`config.mk`:
```
export PLATFORM = sky130hd
export DESIGN_NAME = memory_type_field_decoder
export DESIGN_NICKNAME = d
export VERILOG_FILES = /design/src/design/type_decode.v /design/src/design/precedence_merge.v /design/src/design/memory_type_field_decoder.v
export VERILOG_INCLUDE_DIRS = /design/src /design/src/design
export SDC_FILE = /design/constraint.sdc
export NUM_CORES = 1
export LEC_CHECK = 0
export BUFFER_PORTS_ARGS = -buffer_cell sky130_fd_sc_hd__buf_2
export CORE_MARGIN = 2
export CORE_UTILIZATION = 48
export CTS_BUF_LIST = sky130_fd_sc_hd__clkbuf_16
export DETAILED_ROUTE_END_ITERATION = 16
export GPL_TIMING_DRIVEN = 1
export PLACE_DENSITY = 0.84
export SLEW_MARGIN = 20
export SYNTH_ARGS = -nofsm -noshare
export SYNTH_HDL_FRONTEND = slang
export SYNTH_HIERARCHICAL = 1
export SYNTH_SLANG_ARGS = --single-unit
```
`constraint.sdc`:
```
create_clock -name aclk -period 2.9 [get_ports aclk]
set_input_delay 0.29 -clock aclk [delete_from_list [all_inputs] [get_ports aclk]]
set_output_delay 0.29 -clock aclk [all_outputs]
set_load 0.005 [all_outputs]
```
`src/design/decoder_map.vh`:
```
// constants shared by the memory-type decoder files
// assumes inclusion by bare name
`ifndef DECODER_MAP_VH
`define DECODER_MAP_VH

// ==================================================================
// type codes held in the low field bits
`define TYPE_UNCACHEABLE      3'h0
`define TYPE_WRITE_COMBINING  3'h1
`define TYPE_WRITE_THROUGH    3'h4
`define TYPE_WRITE_PROTECT    3'h5
`define TYPE_WRITE_BACK       3'h6

// ==================================================================
// restriction ranks, lower is more restrictive
`define RANK_UNCACHEABLE      3'h0
`define RANK_WRITE_COMBINING  3'h1
`define RANK_WRITE_PROTECT    3'h2
`define RANK_WRITE_THROUGH    3'h3
`define RANK_WRITE_BACK       3'h4

// ==================================================================
// type field layout
`define FIELD_CODE_MSB        2
`define FIELD_CODE_LSB        0
`define FIELD_READ_MEM_BIT    4
`define FIELD_WRITE_MEM_BIT   3
`define FIELD_STD_RSVD_MSB    7
`define FIELD_STD_RSVD_LSB    3
`define FIELD_EXT_RSVD_MSB    7
`define FIELD_EXT_RSVD_LSB    5

// ==================================================================
// register byte offsets
`define OFF_CONTROL           32'h00000000
`define OFF_STATUS            32'h00000004
`define OFF_PROBE_FIELD       32'h00000008
`define OFF_PROBE_RESULT      32'h0000000c

// control bits
`define CTRL_TYPING_EN        0
`define CTRL_EXTENDED_EN      1
`define CTRL_CACHE_DISABLE    2
`define CTRL_PAGE_MERGE_EN    3
`define CTRL_MSB              3
`define CTRL_RESET            4'h0

// status bits
`define STAT_TYPE_MSB         2
`define STAT_TYPE_LSB         0
`define STAT_CACHEABLE        3
`define STAT_INVALID_NOW      4
`define STAT_RESERVED_NOW     5
`define STAT_INVALID_SEEN     8
`define STAT_RESERVED_SEEN    9

// probe field and probe result bits
`define PROBE_FIELD_MSB       7
`define PROBE_FIXED_BIT       8
`define PROBE_MSB             8
`define PROBE_RESET           9'h000
`define RES_TYPE_MSB          2
`define RES_TYPE_LSB          0
`define RES_INVALID           3
`define RES_RESERVED          4
`define RES_READ_MEM          5
`define RES_WRITE_MEM         6
`define RES_EXTENDED          7

// bus answers
`define RESP_OKAY             2'h0
`define RESP_SLVERR           2'h2
`define WORD_ZERO             32'h00000000
`define WORD_LSB_MASK         32'hfffffffc
`endif

```
`src/design/type_decode.v`:
```
// combinational decode of one eight-bit memory type field
// assumes the field is stable for the cycle in which it is sampled
`timescale 1ns/1ns
`include "decoder_map.vh"

module type_decode (
  input  wire [7:0] field,
  input  wire       fixed_range,
  input  wire       extended_enable,
  output reg  [2:0] mem_type,
  output reg        invalid_code,
  output reg        reserved_set,
  output reg        read_to_memory_select,
  output reg        write_to_memory_select,
  output reg        extended_used
);

  // ==================================================================
  // decode
  always @* begin
    // variable ranges never see the extended bits
    extended_used = extended_enable & fixed_range;
    invalid_code  = 1'b0;
    case (field[`FIELD_CODE_MSB:`FIELD_CODE_LSB])
      `TYPE_UNCACHEABLE:     mem_type = `TYPE_UNCACHEABLE;
      `TYPE_WRITE_COMBINING: mem_type = `TYPE_WRITE_COMBINING;
      `TYPE_WRITE_THROUGH:   mem_type = `TYPE_WRITE_THROUGH;
      `TYPE_WRITE_PROTECT:   mem_type = `TYPE_WRITE_PROTECT;
      `TYPE_WRITE_BACK:      mem_type = `TYPE_WRITE_BACK;
      default: begin
        mem_type     = `TYPE_UNCACHEABLE;
        invalid_code = 1'b1;
      end
    endcase
    if (extended_used) begin
      reserved_set           = |field[`FIELD_EXT_RSVD_MSB:`FIELD_EXT_RSVD_LSB];
      read_to_memory_select  = field[`FIELD_READ_MEM_BIT];
      write_to_memory_select = field[`FIELD_WRITE_MEM_BIT];
    end else begin
      // reserved bits are only reported, the code bits still decode
      reserved_set           = |field[`FIELD_STD_RSVD_MSB:`FIELD_STD_RSVD_LSB];
      read_to_memory_select  = 1'b0;
      write_to_memory_select = 1'b0;
    end
  end

endmodule // type_decode

```
`src/design/precedence_merge.v`:
```
// picks the more restrictive of the range type and a page-level type
// assumes the range type is already one of the five defined codes
`timescale 1ns/1ns
`include "decoder_map.vh"

module precedence_merge (
  input  wire [2:0] range_type,
  input  wire [2:0] page_type,
  input  wire       page_valid,
  output reg  [2:0] merged_type
);

  // ==================================================================
  // rank
  function [2:0] rank;
    input [2:0] t;
    begin
      case (t)
        `TYPE_WRITE_COMBINING: rank = `RANK_WRITE_COMBINING;
        `TYPE_WRITE_PROTECT:   rank = `RANK_WRITE_PROTECT;
        `TYPE_WRITE_THROUGH:   rank = `RANK_WRITE_THROUGH;
        `TYPE_WRITE_BACK:      rank = `RANK_WRITE_BACK;
        default:               rank = `RANK_UNCACHEABLE;
      endcase
    end
  endfunction

  // ==================================================================
  // merge
  always @* begin
    merged_type = range_type;
    if (page_valid && (rank(page_type) < rank(range_type))) begin
      // undefined page codes rank as uncacheable, so emit the clean code
      if (rank(page_type) == `RANK_UNCACHEABLE) begin
        merged_type = `TYPE_UNCACHEABLE;
      end else begin
        merged_type = page_type;
      end
    end
  end

endmodule // precedence_merge

```
`src/design/memory_type_field_decoder.v`:
```
// memory type field decoder with an axi4-lite control slave
// assumes the range field and page type come from logic on aclk
//
// Notes on behaviour
// - the memory type is taken from field bits 2:0 in both encodings
// - extended encoding: bits 7:5 reserved, bit 4 read select, bit 3 write select
// - extended encoding is honoured for fixed ranges only, never variable ranges
// - without explicit extended enable only the standard type values are used
// - code 00h: not cached, no write combining, no speculation
// - code 01h: not cached, writes combine, speculative reads allowed
// - code 04h: read miss allocates, write miss not, write hit updates memory too
// - code 05h: read miss allocates, writes to memory, write hit invalidates line
// - code 06h: read miss allocates any state, write miss allocates modified
// - range typing disabled makes every access uncacheable regardless of cache enable
// - caching only when the range registers assign a cacheable type
// - when mechanisms disagree the most restrictive type wins
//
// Register access over AXI4-Lite and the placing of the registers are this design's own decisions.
`timescale 1ns/1ns
`include "decoder_map.vh"

module memory_type_field_decoder (
  input  wire        aclk,
  input  wire        aresetn,
  input  wire [31:0] awaddr,
  input  wire [2:0]  awprot,
  input  wire        awvalid,
  output reg         awready,
  input  wire [31:0] wdata,
  input  wire [3:0]  wstrb,
  input  wire        wvalid,
  output reg         wready,
  output reg  [1:0]  bresp,
  output reg         bvalid,
  input  wire        bready,
  input  wire [31:0] araddr,
  input  wire [2:0]  arprot,
  input  wire        arvalid,
  output reg         arready,
  output reg  [31:0] rdata,
  output reg  [1:0]  rresp,
  output reg         rvalid,
  input  wire        rready,
  input  wire [7:0]  range_type_field,
  input  wire        range_is_fixed,
  input  wire [2:0]  page_type,
  input  wire        page_type_valid,
  output reg  [2:0]  effective_type,
  output reg         access_cacheable,
  output reg         write_combine_allowed,
  output reg         speculative_read_allowed,
  output reg         read_miss_allocate,
  output reg         write_miss_allocate,
  output reg         read_alloc_any_state,
  output reg         write_hit_updates_memory,
  output reg         write_hit_invalidates,
  output reg         read_to_memory_select,
  output reg         write_to_memory_select,
  output reg         invalid_encoding
);

  // ==================================================================
  // functions
  function is_cacheable_type;
    input [2:0] t;
    begin
      is_cacheable_type = (t == `TYPE_WRITE_THROUGH) ||
                          (t == `TYPE_WRITE_PROTECT) ||
                          (t == `TYPE_WRITE_BACK);
    end
  endfunction

  function [31:0] apply_strobes;
    input [31:0] old_word;
    input [31:0] new_word;
    input [3:0]  strb;
    integer i;
    begin
      apply_strobes = old_word;
      for (i = 0; i < 4; i = i + 1) begin
        if (strb[i]) begin
          apply_strobes[i*8 +: 8] = new_word[i*8 +: 8];
        end
      end
    end
  endfunction

  // ==================================================================
  // registers and internal state
  reg  [`CTRL_MSB:0]  control;
  reg  [`PROBE_MSB:0] probe_field;
  reg                 invalid_seen;
  reg                 reserved_seen;
  reg                 reserved_now;
  reg  [31:0]         aw_addr_q;
  reg  [31:0]         w_data_q;
  reg  [3:0]          w_strb_q;

  wire [2:0]          range_code;
  wire                range_invalid;
  wire                range_reserved;
  wire                range_read_sel;
  wire                range_write_sel;
  wire [2:0]          merged_type;
  wire [2:0]          probe_code;
  wire                probe_invalid;
  wire                probe_reserved;
  wire                probe_read_sel;
  wire                probe_write_sel;
  wire                probe_extended;

  wire                typing_en;
  wire                write_fire;
  wire [31:0]         write_word;
  wire [31:0]         control_word;
  wire [31:0]         probe_word;

  reg  [2:0]          next_type;
  reg                 next_cacheable;
  reg                 next_invalid_seen;
  reg                 next_reserved_seen;
  reg  [31:0]         read_word;
  reg                 read_hit;
  reg                 write_hit;

  assign typing_en = control[`CTRL_TYPING_EN];

  // ==================================================================
  // range field decode and precedence
  type_decode u_range_decode (
    .field                  (range_type_field),
    .fixed_range            (range_is_fixed),
    .extended_enable        (control[`CTRL_EXTENDED_EN]),
    .mem_type               (range_code),
    .invalid_code           (range_invalid),
    .reserved_set           (range_reserved),
    .read_to_memory_select  (range_read_sel),
    .write_to_memory_select (range_write_sel),
    .extended_used          ()
  );

  // page types only tighten the range type
  precedence_merge u_merge (
    .range_type  (range_code),
    .page_type   (page_type),
    .page_valid  (page_type_valid & control[`CTRL_PAGE_MERGE_EN]),
    .merged_type (merged_type)
  );

  // probe: firmware checks a field before loading it
  type_decode u_probe_decode (
    .field                  (probe_field[`PROBE_FIELD_MSB:0]),
    .fixed_range            (probe_field[`PROBE_FIXED_BIT]),
    .extended_enable        (control[`CTRL_EXTENDED_EN]),
    .mem_type               (probe_code),
    .invalid_code           (probe_invalid),
    .reserved_set           (probe_reserved),
    .read_to_memory_select  (probe_read_sel),
    .write_to_memory_select (probe_write_sel),
    .extended_used          (probe_extended)
  );

  // ==================================================================
  // effective type
  always @* begin
    if (typing_en) begin
      next_type = merged_type;
    end else begin
      next_type = `TYPE_UNCACHEABLE;
    end
    // typing off blocks caching even while caches are on
    next_cacheable = typing_en & ~control[`CTRL_CACHE_DISABLE] &
                     is_cacheable_type(next_type);
  end

  // ==================================================================
  // attribute outputs, one cycle after the inputs
  always @(posedge aclk) begin
    if (!aresetn) begin
      effective_type           <= `TYPE_UNCACHEABLE;
      access_cacheable         <= 1'b0;
      write_combine_allowed    <= 1'b0;
      speculative_read_allowed <= 1'b0;
      read_miss_allocate       <= 1'b0;
      write_miss_allocate      <= 1'b0;
      read_alloc_any_state     <= 1'b0;
      write_hit_updates_memory <= 1'b0;
      write_hit_invalidates    <= 1'b0;
      read_to_memory_select    <= 1'b0;
      write_to_memory_select   <= 1'b0;
      invalid_encoding         <= 1'b0;
      reserved_now             <= 1'b0;
    end else begin
      effective_type           <= next_type;
      access_cacheable         <= next_cacheable;
      write_combine_allowed    <= (next_type == `TYPE_WRITE_COMBINING);
      // uncacheable alone forbids speculation
      speculative_read_allowed <= (next_type != `TYPE_UNCACHEABLE);
      read_miss_allocate       <= next_cacheable;
      write_miss_allocate      <= next_cacheable &
                                  (next_type == `TYPE_WRITE_BACK);
      read_alloc_any_state     <= next_cacheable &
                                  (next_type == `TYPE_WRITE_BACK);
      write_hit_updates_memory <= (next_type == `TYPE_WRITE_THROUGH) ||
                                  (next_type == `TYPE_WRITE_PROTECT);
      write_hit_invalidates    <= next_cacheable &
                                  (next_type == `TYPE_WRITE_PROTECT);
      read_to_memory_select    <= typing_en & range_read_sel;
      write_to_memory_select   <= typing_en & range_write_sel;
      invalid_encoding         <= typing_en & range_invalid;
      reserved_now             <= typing_en & range_reserved;
    end
  end

  // ==================================================================
  // write channel
  // both channels are latched first, so address and data may come in any order
  assign write_fire   = ~awready & ~wready & ~bvalid;
  assign write_word   = apply_strobes(`WORD_ZERO, w_data_q, w_strb_q);
  assign control_word = apply_strobes({{(31-`CTRL_MSB){1'b0}}, control}, w_data_q, w_strb_q);
  assign probe_word   = apply_strobes({{(31-`PROBE_MSB){1'b0}}, probe_field}, w_data_q, w_strb_q);

  always @* begin
    case (aw_addr_q & `WORD_LSB_MASK)
      `OFF_CONTROL:     write_hit = 1'b1;
      `OFF_STATUS:      write_hit = 1'b1;
      `OFF_PROBE_FIELD: write_hit = 1'b1;
      default:          write_hit = 1'b0;
    endcase
  end

  // sticky flags: a new event in the clearing cycle survives the clear
  always @* begin
    next_invalid_seen  = invalid_seen;
    next_reserved_seen = reserved_seen;
    if (write_fire && ((aw_addr_q & `WORD_LSB_MASK) == `OFF_STATUS)) begin
      if (write_word[`STAT_INVALID_SEEN]) begin
        next_invalid_seen = 1'b0;
      end
      if (write_word[`STAT_RESERVED_SEEN]) begin
        next_reserved_seen = 1'b0;
      end
    end
    if (typing_en && range_invalid) begin
      next_invalid_seen = 1'b1;
    end
    if (typing_en && range_reserved) begin
      next_reserved_seen = 1'b1;
    end
  end

  always @(posedge aclk) begin
    if (!aresetn) begin
      awready       <= 1'b1;
      wready        <= 1'b1;
      bvalid        <= 1'b0;
      bresp         <= `RESP_OKAY;
      aw_addr_q     <= `WORD_ZERO;
      w_data_q      <= `WORD_ZERO;
      w_strb_q      <= 4'h0;
      control       <= `CTRL_RESET;
      probe_field   <= `PROBE_RESET;
      invalid_seen  <= 1'b0;
      reserved_seen <= 1'b0;
    end else begin
      invalid_seen  <= next_invalid_seen;
      reserved_seen <= next_reserved_seen;
      if (awvalid && awready) begin
        awready   <= 1'b0;
        aw_addr_q <= awaddr;
      end
      if (wvalid && wready) begin
        wready   <= 1'b0;
        w_data_q <= wdata;
        w_strb_q <= wstrb;
      end
      if (write_fire) begin
        bvalid <= 1'b1;
        bresp  <= write_hit ? `RESP_OKAY : `RESP_SLVERR;
        case (aw_addr_q & `WORD_LSB_MASK)
          `OFF_CONTROL:     control     <= control_word[`CTRL_MSB:0];
          `OFF_PROBE_FIELD: probe_field <= probe_word[`PROBE_MSB:0];
          default:          control     <= control;
        endcase
      end
      if (bvalid && bready) begin
        bvalid  <= 1'b0;
        awready <= 1'b1;
        wready  <= 1'b1;
      end
    end
  end

  // ==================================================================
  // read channel
  always @* begin
    read_word = `WORD_ZERO;
    read_hit  = 1'b1;
    case (araddr & `WORD_LSB_MASK)
      `OFF_CONTROL: begin
        read_word[`CTRL_MSB:0] = control;
      end
      `OFF_STATUS: begin
        read_word[`STAT_TYPE_MSB:`STAT_TYPE_LSB] = effective_type;
        read_word[`STAT_CACHEABLE]               = access_cacheable;
        read_word[`STAT_INVALID_NOW]             = invalid_encoding;
        read_word[`STAT_RESERVED_NOW]            = reserved_now;
        read_word[`STAT_INVALID_SEEN]            = invalid_seen;
        read_word[`STAT_RESERVED_SEEN]           = reserved_seen;
      end
      `OFF_PROBE_FIELD: begin
        read_word[`PROBE_MSB:0] = probe_field;
      end
      `OFF_PROBE_RESULT: begin
        read_word[`RES_TYPE_MSB:`RES_TYPE_LSB] = probe_code;
        read_word[`RES_INVALID]                = probe_invalid;
        read_word[`RES_RESERVED]               = probe_reserved;
        read_word[`RES_READ_MEM]               = probe_read_sel;
        read_word[`RES_WRITE_MEM]              = probe_write_sel;
        read_word[`RES_EXTENDED]               = probe_extended;
      end
      default: begin
        read_hit = 1'b0;
      end
    endcase
  end

  always @(posedge aclk) begin
    if (!aresetn) begin
      arready <= 1'b1;
      rvalid  <= 1'b0;
      rdata   <= `WORD_ZERO;
      rresp   <= `RESP_OKAY;
    end else begin
      if (arvalid && arready) begin
        arready <= 1'b0;
        rvalid  <= 1'b1;
        rdata   <= read_word;
        rresp   <= read_hit ? `RESP_OKAY : `RESP_SLVERR;
      end
      if (rvalid && rready) begin
        rvalid  <= 1'b0;
        arready <= 1'b1;
      end
    end
  end

endmodule // memory_type_field_decoder

```
==> results.cfg, run 1 <==
[final_layout]
final_cells = 693
layout_commonest_cell = nand2_1
drive_gt1_frac = 0.279
antenna_cells = 0
nNetsFinal = 711
layout_common_cells = nand2_1 (137), buf_2 (122), dfxtp_1 (87)
area_growth_pct = 20.4

[grt]
antenna_found_initial = 0
grt_usage = 0.201
grt_pass1_wl_um = 15800
first_global_vias = 3466
grt_remaining_overflow = 0
grt_start_max_net_pins = 54

[floorplan]
ios = 181
initial_utilization = 0.502
dieArea_sq_um = 9440
die_w_um = 97.2
coreArea_sq_um = 8300
rows = 33
die_y_um = 97.2

[clock_tree]
cts_buffer_depth = 2
htree_levels = 3
cts_hold_buf = 0
cts_buffers = 9
insertion_delay_ns = 0.33
clock-root-buffer = clkbuf_16
cts_sinks = 87
cts_tree = built
clkTransAtPathRegs_ns = 0.06
postCtsSetupRepairBufs = 0
cts_resized = 0

[yosys]
synth.avg_cell_area_sq_um = 8.77
synthFlopType = dfxtp_1
synth_area_sq_um = 4170
async_reset_ff_frac = 0
netlist_top_cells_area = dfxtp_1 (42%), nand2_1 (12%), a21boi_1 (8.5%)
synth_top_cell_by_area = dfxtp_1
yosys.cell_types.count = 47
ys_seq_area_frac = 0.418
synth_warnings = 6
ys_seq_elements = 87
synth_top_area_share = 0.418
synth_cells = 475
synth_edf_count = 0

[route]
num_vias = 3611
first_pass_iters = 4
vias_per_cell = 5.21
wl_per_cell_um = 13.9
drt_iter0_drc = 123
drtAntennaViolNets = 0
drc = 0
wirelength_um = 9630

[timing]
min_period_ns = 2.62
rsz0062_at_grt = no
drv_slew = 0
timing.hold.ws_ns = 0.161
setup-violations-final = 0
fmax_mhz = 382
hold_viol = 0
setup_tns_ns = 0
worstMarginPinSlew_ns = 0.997
skew_ns = 0.00532
slew_headroom = 0.336
period_share = 0.902

[worst_hold_path]
whs_endpoint = awready
hp-class = in -> reg
hold_start = awvalid
min_path_cells = 2

[worst_setup_path]
crit_type = in -> reg
end_kind = flip-flop
arrival_ns = 2.83
r2r-start = control[3]
required_ns = 3.12
r2r_end = speculative_read_allowed
critPathMaxFanout = 6
regToRegSetupSlack_ns = 1.00
critical_path.startpoint_type = input port
reg2reg_depth = 6

[pwr]
power_frac_seq = 0.468
p_clk_frac = 0.429
power_switching_share = 0.250
ir_drop_uv = 284
p_comb_frac = 0.104
p_int_mw = 2.04
leakage_nw = 2.18
power.switching_mw = 0.678
power.density_nw_per_um2 = 542

[placement]
port_buffers = 122
post-dp-hpwl_um = 7180
dp_cells = 677
place_congestion = 0.816

[run_status]
outcome = completed

[run]
cap_violations = 0
## state kept, by name, indices dropped and copies added, names as in the netlist, 2 cells and up
signal / count
aw_addr_q: 30
rdata: 10
w_data_q: 10
probe_field: 9
control: 4
effective_type: 3
w_strb_q: 2
## power by group through the flow
stage | clock (mW) | combinational [mW] | sequential, mW
2_1_floorplan | 0 | 0.204 | 1.29
3_3_place_gp | 0 | 0.269 | 1.29
3_5_place_dp | 0 | 0.280 | 1.30
4_1_cts | 1.18 | 0.281 | 1.27
5_1_grt | 1.24 | 0.315 | 1.27
6_report | 1.16 | 0.281 | 1.27
## worst max-delay path, cell delays in order
cell and delay [ns]:
buf_2 0.10, a21boi_0 0.58, nand3b_1 0.17, ha_1 0.34
nand2_1 0.08, nand3b_1 0.23, o21ai_0 0.30, o41ai_2 0.17
and3_1 0.21, or3_1 0.37
## cell type report
class	instances	area, sq um
clock buffer	9	225
clock inverter	7	82.6
fill	699	3280
inverter	10	37.5
multi-input combinational	352	2180
sequential	87	1740
tap	105	131
timing repair buffer	123	618
## synth_stat cells (3+ instances only)
| cell | n |
|---|---|
| nor4_2 | 3 |
| nor3_1 | 3 |
| o41ai_1 | 4 |
| a21boi_0 | 4 |
| mux2i_1 | 16 |
| nor4_1 | 10 |
| clkbuf_1 | 19 |
| buf_4 | 27 |
| and3_2 | 4 |
| o21ai_0 | 6 |
| nand3b_1 | 4 |
| nor2b_1 | 4 |
| nor2_1 | 12 |
| o31ai_1 | 6 |
| mux4_2 | 4 |
| and3_1 | 7 |
| dfxtp_1 | 87 |
| or4_1 | 5 |
| a22oi_1 | 3 |
| inv_1 | 10 |
| a21boi_1 | 47 |
| and2_1 | 13 |
| nor4_4 | 5 |
| nand2_1 | 137 |
## per-layer routing
| layer | vias to the layer above | track usage | wire length [um] | part of all wire |
|---|---|---|---|---|
| li1 | 1797 | - | - | - |
| met1 | 1679 | 0.247 | 4150 | 0.43 |
| met2 | 109 | 0.343 | 4780 | 0.50 |
| met3 | 26 | 0.0302 | 429 | 0.045 |
| met4 | 0 | 0.0997 | 261 | 0.027 |
| met5 | - | 0 | 0 | 0 |
## how the worst max path moves through the flow
| stage | startpoint | endpoint | slack (ns) | cells past startpoint |
|---|---|---|---|---|
| floorplan | range_type_field[2] | speculative_read_allowed | 0.51 | 10 |
| global placement | range_type_field[0] | speculative_read_allowed | 0.23 | 11 |
| detailed placement | range_type_field[2] | speculative_read_allowed | 0.04 | 10 |
| CTS | range_type_field[2] | speculative_read_allowed | 0.40 | 10 |
| global route | range_type_field[2] | speculative_read_allowed | 0.24 | 10 |
| finish | range_type_field[2] | speculative_read_allowed | 0.28 | 10 |
## stage by stage
stage | util | instance area, sq um | setup slack (ns) | power, mW
2_1_floorplan | - | 4250 | 0.513 | 1.50
3_3_place_gp | 0.567 | 4710 | 0.234 | 1.56
3_5_place_dp | 0.567 | 4710 | 0.0431 | 1.58
4_1_cts | 0.604 | 5020 | 0.404 | 2.74
5_1_grt | 0.604 | 5020 | 0.236 | 2.83
6_report | 0.604 | 5020 | 0.283 | 2.72
## kinds of logic after synthesis
kind of cell,after synthesis,share of synthesized area
AOI/OAI and AO/OA,80,0.145
xor gates and xnor gates,2,0.00420
adders and majority gates,2,0.00600
buffers and inverters,59,0.0799
DFF,87,0.418
muxes,22,0.0654
other,1,0.000900
and+or+nand+nor,222,0.281
No activity file was read; power rests on OpenSTA's default activity.
==> run 2: changes to the inputs <==
Settings changed: PLACE_DENSITY 0.84 to 0.92.
==> run 2 against run 1 <==
Sequential power is essentially flat. Worst hold slack gained 0.0093 ns. Final cell count is the same. Sequential cell count is the same. Fmax grew 2.3%. Register-to-register slack lost 0.02 ns. Critical endpoint unchanged.
==> results.cfg, run 2 (same netlist as run 1, synthesis figures left out) <==
[floorplan]
initial_utilization = 0.502
coreArea_sq_um = 8300
rows = 33
die_y_um = 97.2
dieArea_sq_um = 9440
ios = 181
die_w_um = 97.2

[clock_tree]
cts_buffers = 9
cts_resized = 0
cts_buffer_depth = 2
clkTransAtPathRegs_ns = 0.06
cts_tree = built
insertion_delay_ns = 0.33
cts_sinks = 87
cts_hold_buf = 0
postCtsSetupRepairBufs = 0
clock-root-buffer = clkbuf_16
htree_levels = 3

[worst_hold_path]
hold_start = awvalid
hp-class = in -> reg
min_path_cells = 2
whs_endpoint = awready

[final_layout]
nNetsFinal = 711
largest_reg_flops = 30
design_area_sq_um = 5000
drive_gt1_frac = 0.274
antenna_cells = 0
top_register = aw_addr_q
multi_input_area_sq_um = 2180
fill_cells = 695
layout_commonest_cell = nand2_1
layout_common_cells = nand2_1 (137), buf_2 (122), dfxtp_1 (87)
ff_latch_area_sq_um = 1740
reg.largest.list = aw_addr_q x30, rdata x10, w_data_q x10
area_growth_pct = 19.9

[route]
drt_iter0_drc = 112
wl_per_cell_um = 13.7
first_pass_iters = 4
wirelength_um = 9470
drtAntennaViolNets = 0
vias_per_cell = 5.09
drc = 0
num_vias = 3528

[worst_setup_path]
end_kind = flip-flop
required_ns = 3.11
cp_slowest_cell = a21boi_0
path_cells = buf_2, a21boi_0, or2b_1, ha_1, nand2_1, nor3_1, o31ai_1, o41ai_1, nand2_1, inv_1, or3_1
r2r_end = probe_field[5]
crit_type = in -> reg
critical_path.startpoint_type = input port
reg2reg_depth = 4
critPathMaxFanout = 6
r2r-start = wready
path_common_cell = nand2_1
regToRegSetupSlack_ns = 0.98
critPathMaxStageDelay_ns = 0.46
arrival_ns = 2.77

[timing]
fmax_mhz = 391
drv_slew = 0
skew_ns = 0.00731
hold_viol = 0
slew_headroom = 0.324
setup-violations-final = 0
period_share = 0.882
min_period_ns = 2.56
worstMarginPinSlew_ns = 1.01
rsz0062_at_grt = no
setup_tns_ns = 0

[grt]
grt_usage = 0.201
first_global_vias = 3512
antenna_found_initial = 0
grt_pass1_wl_um = 16000
grt_remaining_overflow = 0
grt_start_max_net_pins = 68

[pwr]
p_comb_frac = 0.106
power.switching_mw = 0.636
leakage_nw = 2.18
ir_drop_uv = 307
p_int_mw = 2.02
p_clk_frac = 0.416
power.density_nw_per_um2 = 532
power_frac_seq = 0.478
power_switching_share = 0.239

[run_status]
outcome = completed

[placement]
placed_area_sq_um = 4710
place_congestion = 0.823
port_buffers = 122
post-dp-hpwl_um = 7240

[run]
cap_violations = 0
run 2: changes by cell type in the layout (fill, tap and decap cells not counted), sizes merged:
cell and change:
clkinv -2, inv +2
run 2: per-stage QoR:
stage | setup WS (ns) | utilization | cells | power (mW) | hold slack, ns
3_3_place_gp | 0.247 | 0.567 | 677 | 1.56 | 0.436
6_report | 0.342 | 0.602 | 693 | 2.66 | 0.170
2_1_floorplan | 0.513 | - | 498 | 1.50 | 0.390
5_1_grt | 0.157 | 0.602 | 693 | 2.78 | 0.181
3_5_place_dp | 0.0863 | 0.567 | 677 | 1.58 | 0.449
4_1_cts | 0.426 | 0.602 | 693 | 2.68 | 0.168
run 2: worst max path at each step:
| stage | endpoint | slack, ns | start | cells past startpoint |
|---|---|---|---|---|
| floorplan | speculative_read_allowed | 0.51 | range_type_field[2] | 10 |
| global placement | speculative_read_allowed | 0.25 | range_type_field[0] | 11 |
| detailed placement | speculative_read_allowed | 0.09 | range_type_field[1] | 11 |
| CTS | speculative_read_allowed | 0.43 | range_type_field[1] | 11 |
| global route | write_combine_allowed | 0.16 | range_type_field[2] | 9 |
| finish | speculative_read_allowed | 0.34 | range_type_field[1] | 11 |
run 2: power groups by stage:
stage          clock network [mW]  logic [mW]  registers [mW]
2_1_floorplan                   0       0.204            1.29
3_3_place_gp                    0       0.267            1.29
3_5_place_dp                    0       0.279            1.30
4_1_cts                      1.13       0.280            1.27
5_1_grt                      1.19       0.314            1.28
6_report                     1.11       0.281            1.27
run 2: routing by layer:
metal  track usage  vias to the layer above  part of all wire  wire, um
met5             0                        -                 0         0
met4        0.0791                        0             0.016       154
met3        0.0194                       17             0.034       324
met2         0.347                       86              0.50      4770
met1         0.258                     1630              0.45      4220
li1              -                     1795                 -         -
run 2: worst max-delay path, delay by kind of cell:
family,cells,cell delay (ns)
buf+inv,2,0.17
fa+ha+maj,1,0.28
simple gates,5,1.05
compound gates,3,0.98
run 2: final cells by class:
| type | count | share of cell area |
|---|---|---|
| repair buffers | 123 | 0.124 |
| inverters | 10 | 0.00751 |
| clock inverters | 7 | 0.0130 |
| well taps | 105 | 0.0263 |
| clock buffers | 9 | 0.0451 |
| multi-input cells | 352 | 0.436 |
| flip-flops and latches | 87 | 0.348 |
